<file path="src/hw/srld_pkg.sv">
// Package holding the shared constants of the serial register load path
// What this block does
// - Each word is 24 bits, serial.
// - Low four bits choose destination register.
// - Strobe rising edge copies shift register out.
// - Host shifts MSB first, select last.
// - Bit 0 low selects integer divide register.
// - Bit 0 high: bits 3..1 pick index 0 to 7.
// - Integer divide write restarts lock counters.
// - Host writes integer divide register last.
// - Host may skip eighth register.
package srld_pkg;
    localparam int WORD_W     = 24;  // Programming word width
    localparam int SEL_W      = 4;   // Register select field width
    localparam int NUM_REGS   = 8;   // Destination registers
    localparam int IDX_W      = 3;   // Register index width
    localparam int CLK_DIV    = 4;   // System clocks per link clock half period
    localparam logic [23:0] REG_RESET = 24'h000000;  // Reset value of every stored word
    // Host-side APB register offsets
    localparam logic [7:0] OFS_DATA   = 8'h00;  // Word to send
    localparam logic [7:0] OFS_CTRL   = 8'h04;  // Bit 0 start; write only, reads zero
    localparam logic [7:0] OFS_STATUS = 8'h08;  // Bit 0 busy, bit 1 done sticky
    localparam int CTRL_START_BIT  = 0;  // Start strobe position
    localparam int STAT_BUSY_BIT   = 0;  // Busy flag position
    localparam int STAT_DONE_BIT   = 1;  // Done flag position
    // Decode a received word into a destination index
    function automatic logic [2:0] srld_decode(input logic [3:0] sel);
        if (!sel[0]) begin
            srld_decode = 3'h0;
        end else begin
            srld_decode = sel[3:1];
        end
    endfunction : srld_decode
endpackage : srld_pkg

</file>
<file path="src/hw/srld_if.sv">
// Three-wire link joining host and device
interface srld_if;
    logic sclk;     // Serial clock, host driven
    logic sdata;    // Serial data, host driven
    logic latch_strobe;  // Latch strobe, host driven
    modport host (output sclk, output sdata, output latch_strobe);
    modport device (input sclk, input sdata, input latch_strobe);
endinterface : srld_if

</file>
<file path="src/hw/srld_host.sv">
// Host end: APB slave that serialises 24-bit words onto the three-wire link
module srld_host (
    // Clock and reset
    input  wire logic        I_CLK,
    input  wire logic        I_RST,
    // APB slave
    input  wire logic        I_PSEL,
    input  wire logic        I_PENABLE,
    input  wire logic        I_PWRITE,
    input  wire logic [7:0]  I_PADDR,
    input  wire logic [31:0] I_PWDATA,
    output logic [31:0]      O_PRDATA,
    output logic             O_PREADY,
    output logic             O_PSLVERR,
    // Serial link
    srld_if.host             link
);
    // Sequencer states, one-hot
    typedef enum logic [3:0] {
        SRLD_IDLE   = 4'b0001,  // Waiting for start
        SRLD_SHIFT  = 4'b0010,  // Clocking bits out
        SRLD_STROBE = 4'b0100,  // Latch strobe rising
        SRLD_GAP    = 4'b1000   // Strobe held for one half period
    } srld_state_t;

    srld_state_t state_reg;   // Sequencer state
    srld_state_t state_next;  // Next sequencer state
    logic [23:0] data_reg;    // Word written by software
    logic [23:0] sh_reg;      // Outgoing shift register
    logic [4:0]  bit_reg;     // Falling edges still owed
    logic [2:0]  div_reg;     // Half period divider
    logic        sclk_reg;    // Link clock out
    logic        le_reg;      // Latch strobe out
    logic        done_reg;    // Sticky done
    logic        hit_data;    // Access targets the data word
    logic        hit_ctrl;    // Access targets the control word
    logic        hit_status;  // Access targets the status word
    logic        wr;          // APB write access
    logic        start;       // Start request
    logic        half;        // Divider wrap
    logic        div_run;     // Divider enabled
    logic        fall_due;    // Falling link clock edge at this wrap
    logic        word_end;    // Last falling edge of the word
    logic        gap_end;     // Strobe hold finished

    // Address decode, shared by the write paths and the error response
    assign hit_data   = I_PADDR == srld_pkg::OFS_DATA;
    assign hit_ctrl   = I_PADDR == srld_pkg::OFS_CTRL;
    assign hit_status = I_PADDR == srld_pkg::OFS_STATUS;
    // Writes take effect in the access phase; the slave never stalls
    assign wr    = I_PSEL & I_PENABLE & I_PWRITE;
    // A start while busy is dropped without an error
    assign start = wr && hit_ctrl && I_PWDATA[srld_pkg::CTRL_START_BIT] && state_reg == SRLD_IDLE;
    // Divider wraps once per link clock half period
    assign half  = div_reg == 3'(srld_pkg::CLK_DIV - 1);
    // Divider runs while bits go out and while the strobe is held
    assign div_run  = state_reg == SRLD_SHIFT || state_reg == SRLD_GAP;
    // A falling link clock edge is due at this divider wrap
    assign fall_due = state_reg == SRLD_SHIFT && half && sclk_reg;
    // The falling edge after the last bit ends the word
    assign word_end = fall_due && bit_reg == 5'h01;
    // Gap over: strobe drops and the sequencer returns to idle
    assign gap_end  = state_reg == SRLD_GAP && half;

    // Data register; software must write the integer divide word last
    always_ff @(posedge I_CLK) begin
        if (I_RST) begin
            data_reg <= 24'h000000;
        end else if (wr && hit_data) begin
            // Only the low 24 bits form a programming word
            data_reg <= I_PWDATA[23:0];
        end
    end

    // Divider makes the link clock from the system clock
    always_ff @(posedge I_CLK) begin
        if (I_RST || !div_run) begin
            // Parked at zero so every word starts with a full low phase
            div_reg <= 3'h0;
        end else if (half) begin
            div_reg <= 3'h0;
        end else begin
            div_reg <= div_reg + 3'h1;
        end
    end

    // Next-state logic: a word runs IDLE, SHIFT, STROBE, GAP and back
    always_comb begin
        state_next = state_reg;
        case (state_reg)
            SRLD_IDLE: begin
                // Start is only honoured here, so a start while busy is dropped
                if (start) begin
                    state_next = SRLD_SHIFT;
                end
            end
            SRLD_SHIFT: begin
                // Leave after the falling edge that follows the last bit
                if (word_end) begin
                    state_next = SRLD_STROBE;
                end
            end
            SRLD_STROBE: begin
                // One cycle to raise the strobe with the clock parked low
                state_next = SRLD_GAP;
            end
            SRLD_GAP: begin
                // Strobe held for one divider period before the next word
                if (half) begin
                    state_next = SRLD_IDLE;
                end
            end
            default: begin
                // Illegal code: recover to idle
                state_next = SRLD_IDLE;
            end
        endcase
    end

    // State register
    always_ff @(posedge I_CLK) begin
        if (I_RST) begin
            state_reg <= SRLD_IDLE;
        end else begin
            state_reg <= state_next;
        end
    end

    // Outgoing shift register: loaded on start, moved on each falling link clock
    always_ff @(posedge I_CLK) begin
        if (I_RST) begin
            sh_reg <= 24'h000000;
        end else if (start) begin
            // Snapshot so a later data write cannot corrupt a word in flight
            sh_reg <= data_reg;
        end else if (fall_due) begin
            // Next bit appears while the clock is low, MSB first
            sh_reg <= {sh_reg[22:0], 1'b0};
        end
    end

    // Bit counter: counts the falling edges still owed for this word
    always_ff @(posedge I_CLK) begin
        if (I_RST) begin
            bit_reg <= 5'h00;
        end else if (start) begin
            // Loaded with the full word length
            bit_reg <= 5'(srld_pkg::WORD_W);
        end else if (fall_due) begin
            bit_reg <= bit_reg - 5'h01;
        end
    end

    // Link clock: toggles on each divider wrap while shifting, idles low
    always_ff @(posedge I_CLK) begin
        if (I_RST) begin
            sclk_reg <= 1'b0;
        end else if (state_reg == SRLD_SHIFT && half) begin
            // Rising edge lands mid-bit, so the device samples settled data
            sclk_reg <= ~sclk_reg;
        end
    end

    // Latch strobe: raised with the clock parked, dropped when the gap ends
    always_ff @(posedge I_CLK) begin
        if (I_RST) begin
            le_reg <= 1'b0;
        end else if (state_reg == SRLD_STROBE) begin
            // Clock already low, so no extra bit can slip in
            le_reg <= 1'b1;
        end else if (gap_end) begin
            le_reg <= 1'b0;
        end
    end

    // Done flag: set wins over a clear in the same cycle
    always_ff @(posedge I_CLK) begin
        if (I_RST) begin
            done_reg <= 1'b0;
        end else if (gap_end) begin
            // Word fully latched and strobe released
            done_reg <= 1'b1;
        end else if (wr && hit_status && I_PWDATA[srld_pkg::STAT_DONE_BIT]) begin
            // Write one to clear
            done_reg <= 1'b0;
        end
    end

    // Read mux; the control word is write only and reads zero
    always_comb begin
        O_PRDATA = 32'h00000000;
        case (I_PADDR)
            // Pending word as last written
            srld_pkg::OFS_DATA:   O_PRDATA = {8'h00, data_reg};
            // Busy in bit 0, sticky done in bit 1
            srld_pkg::OFS_STATUS: O_PRDATA = {30'h0, done_reg, state_reg != SRLD_IDLE};
            // Unmapped and write-only offsets
            default:              O_PRDATA = 32'h00000000;
        endcase
    end

    // Zero wait states; error only for an unmapped access phase
    assign O_PREADY  = 1'b1;
    assign O_PSLVERR = I_PSEL && I_PENABLE && !hit_data && !hit_ctrl && !hit_status;
    // Link pins come straight from flip-flops
    assign link.sclk         = sclk_reg;
    assign link.sdata        = sh_reg[23];
    assign link.latch_strobe = le_reg;
endmodule : srld_host

</file>
<file path="src/flat_wrapper.sv">
// flat-port wrapper written by rule: the top's interface ports become plain ports
module srld_host_flat 
  (I_CLK, I_RST, I_PSEL, I_PENABLE, I_PWRITE, I_PADDR, I_PWDATA, O_PRDATA, O_PREADY, O_PSLVERR, link_sclk, link_sdata, link_latch_strobe);
  srld_if link_i ();
  input  wire logic I_CLK;
  input  wire logic I_RST;
  input  wire logic I_PSEL;
  input  wire logic I_PENABLE;
  input  wire logic I_PWRITE;
  input  wire logic [7:0] I_PADDR;
  input  wire logic [31:0] I_PWDATA;
  output logic [31:0] O_PRDATA;
  output logic O_PREADY;
  output logic O_PSLVERR;
  output wire logic [$bits(link_i.sclk)-1:0] link_sclk;
  output wire logic [$bits(link_i.sdata)-1:0] link_sdata;
  output wire logic [$bits(link_i.latch_strobe)-1:0] link_latch_strobe;
  assign link_sclk = link_i.sclk;
  assign link_sdata = link_i.sdata;
  assign link_latch_strobe = link_i.latch_strobe;
  srld_host u_core (.I_CLK(I_CLK), .I_RST(I_RST), .I_PSEL(I_PSEL), .I_PENABLE(I_PENABLE), .I_PWRITE(I_PWRITE), .I_PADDR(I_PADDR), .I_PWDATA(I_PWDATA), .O_PRDATA(O_PRDATA), .O_PREADY(O_PREADY), .O_PSLVERR(O_PSLVERR), .link(link_i));
endmodule
</file>
<file path="config.mk">
export PLATFORM = sky130hd
export DESIGN_NAME = srld_host_flat
export DESIGN_NICKNAME = d
export VERILOG_FILES = /design/src/hw/srld_pkg.sv /design/src/hw/srld_if.sv /design/src/hw/srld_host.sv /design/src/flat_wrapper.sv
export SDC_FILE = /design/constraint.sdc
export NUM_CORES = 1
export LEC_CHECK = 0
export BUFFER_PORTS_ARGS = -buffer_cell sky130_fd_sc_hd__buf_4
export CAP_MARGIN = 20
export CORE_MARGIN = 3
export CORE_UTILIZATION = 53
export CTS_CLUSTER_SIZE = 10
export DETAILED_ROUTE_END_ITERATION = 8
export PLACE_DENSITY = 0.8
export SYNTH_ARGS = -nofsm -noshare
export SYNTH_HDL_FRONTEND = slang
export SYNTH_SLANG_ARGS = --single-unit
</file>
<file path="constraint.sdc">
create_clock -name I_CLK -period 5.9 [get_ports I_CLK]
set_input_delay 0.885 -clock I_CLK [delete_from_list [all_inputs] [get_ports I_CLK]]
set_output_delay 0.885 -clock I_CLK [all_outputs]
set_load 0.03 [all_outputs]
</file>
==> impl_results.md <==
- Status: completed
- Worst vdd ir: 0.166 mV
- Min-Delay Path Class: flop to flop
- CTS clk-pin slew, worst paths: 0.06 ns
- EDFF count, synth: 0
- Max Cap Viol: 0
- Worst slew pin tran: 0.711 ns
- DRC violation count after routing: 0
- Fmax: 0.284 GHz
- Vias per cell: 5.37
- Final worst slack: 2.38 ns
- GRT Util Overall: 19.1%
- Synth Instances: 331
- Clock Latency Late Sink: 0.34 ns
- CP Capture Type: primary output
- Post-CTS Setup Repair Bufs: 0
- Remaining antenna violation count: 0
- Syn Std Cell Area: 3130 um2
- Required @ worst endpoint: 5.02 ns
- RSZ-0062 raised after global routing: no
- Finish-stage setup viols: 0
- Fillers: 442
- Dpl cell area: 3560 um2
- Wire per inst: 14.3 um
- Yosys reg bits: 63
- Reg power frac: 45.9%
- Hold slack: 0.418 ns
- Synth area leaders: dfxtp_1 40%, mux2i_1 15%, a211oi_2 7.2%, and2_1 4.8%, nor2_1 4.6%
- Port-buffer cells: 64
- Synth top area share: 40.3%
- Most used DFF post-synth: dfxtp_1
- Slew HR: 51.9%
- CP Class: input port to primary output
- Pre-CTS setup slack: 1.78 ns
- Reg-to-reg endpoint: u_core.sh_reg[23]
- Hold path startpoint: u_core.div_reg[0]
- Leading area contributor after synthesis: dfxtp_1
- Synth async-reset ratio: 0%
- Nets: 431
- Post-route cell area: 3840 um2
- Gate power share: 5.7%
- Row count: 27
- I/O pins: 82
- WL final: 6590 um
- Area growth from synthesis to layout: 22.5%
- Clock power share: 48.4%
- Leakage dissipation: 1.43 nW
- Hold Vio Cnt, Final: 0
- Post-DP HPWL: 4380 um
- TNS Setup: 0 ns
- Cts repair resizes: 0
- Die Span X: 82.9 um
- Sw Ratio: 21.9%
- Die ar.: 6860 um2
- Synth Warn #: 0
- WHS Endpoint: u_core.div_reg[0]
- Avg Inst Size Synth: 9.46 um2
- Crit-path max FO: 22
- Max-slew violations: 0
- Post-synthesis sequential area ratio: 40.3%
- Total CTS buffers: 9
- Die H: 82.9 um
- Setup Skew: 0.00942 ns
- DR pass1 iterations: 4
- Crit start category: input port
- Reg2Reg Setup Slack: 3.38 ns
- R2r startpoint: u_core.state_reg[0]
- Grt ovf: 0
- Clk sinks: 63
- Largest net degree at the start of global routing: 61
- GP Congestion: 0.761
- H-Tree Depth: 3
- Global-route wire length before repair: 11000 um
- Worst hold path stage count: 1
- Share of cells above drive strength 1: 27.9%
- Fin crit share: 59.6%
- Clk root buf: clkbuf_8
- CP arrival: 2.63 ns
- Reg2Reg Depth: 4
- Total core area: 5610 um2
- Unique cell type count in the Yosys netlist: 42
- Post-layout min period: 3.52 ns
- Initial antenna violation count: 0
- DR vias: 2466
- CTS tree: done
- Cts hold-fix bufs: 0
- Initial Util: 55.8%
- Vias in the first global route: 2342
- Initial DRC Count: 119
- Pwr dens: 243 nW/um2
- Maximum clock path buffer count: 2
- ANT cells: 0
- Commonest cells post-synth: 63 x dfxtp_1, 46 x mux2i_1, 38 x nor2_1, 24 x and2_1, 24 x nor3_1
- Total power: 0.934 mW
- Sw power: 0.205 mW
- Most common cell in the netlist: dfxtp_1
- Internal power: 0.729 mW
==> critical path, cell delays in order <==
cell    delay, ns
buf_4        0.11
or4_4        0.57
or3_1        0.38
nor2_1       0.13
buf_4        0.23
and2_1       0.17
buf_4        0.16
==> power groups by stage <==
stage	clock [mW]	combinational [mW]	sequential [mW]
global placement	0	0.0524	0.438
global route	0.478	0.0581	0.428
CTS	0.457	0.0538	0.428
floorplan	0	0.0364	0.436
finish	0.452	0.0535	0.429
detailed placement	0	0.0535	0.438
==> routing by layer <==
metal | vias to the layer above | track usage, % | wire (um)
li1 | 1251 | - | -
met3 | 2 | 6.15 | 337
met4 | 0 | 4.61 | 34
met1 | 1155 | 24.8 | 2990
met2 | 58 | 31.0 | 3220
met5 | - | 0 | 0
==> cells by family (layout without fill, tap and decap cells) <==
group / Yosys count / after routing / synth area share, %
and+or+nand+nor: 127 / 127 / 22.0
DFF: 63 / 63 / 40.3
muxes: 46 / 46 / 14.7
AOI/OAI and AO/OA: 42 / 42 / 12.2
buffers and inverters: 40 / 89 / 6.95
xor gates and xnor gates: 7 / 7 / 1.96
adders and majority gates: 4 / 4 / 1.60
other: 2 / 9 / 0.240
==> layout by cell type (no fill, tap or decap), drive strengths merged, types with 2 or more instances in the layout <==
master / instances
a211oi: 22
mux2i: 46
o211ai: 2
nor2: 38
nor4: 3
conb: 9
clkbuf: 9
nand2: 11
or4: 2
a22oi: 2
dfxtp: 63
and2: 24
or3: 3
a21oi: 9
a311oi: 2
buf: 68
nor3: 24
xnor2: 2
nand4b: 5
bufinv: 3
nor4b: 3
inv: 6
xor2: 5
nand3: 3
or2: 2
o21ai: 2
clkinv: 2
nor2b: 3
ha: 4
==> metrics by stage <==
stage          utilization (%)  std cells
2_1_floorplan                -        338
3_3_place_gp              63.4        441
3_5_place_dp              63.4        441
4_1_cts                   67.8        457
5_1_grt                   68.4        459
6_report                  68.4        459
==> worst max path at each step <==
| stage | cells after the start | slack (ns) | start | endpoint |
|---|---|---|---|---|
| after floorplan | 3 | 2.46 | I_PADDR[5] | O_PRDATA[0] |
| after CTS | 6 | 1.78 | I_PADDR[5] | O_PRDATA[20] |
| after detailed placement | 6 | 1.78 | I_PADDR[5] | O_PRDATA[20] |
| final | 7 | 2.38 | I_PADDR[5] | O_PRDATA[20] |
| after global routing | 7 | 2.31 | I_PADDR[5] | O_PRDATA[17] |
| after global placement | 6 | 1.81 | I_PADDR[5] | O_PRDATA[20] |
==> final cells by class <==
type                            instances  area [um2]  share of cell area (%)
Clock inverter                          7         120                    3.13
Tap cell                               72        90.1                    2.35
Multi-Input combinational cell        235        1690                    44.1
Clock buffer                            9         124                    3.23
Sequential cell                        63        1260                    32.9
Inverter                                5        18.8                   0.489
Timing Repair Buffer                   68         531                    13.8
(Power assumes the default switching activity.)
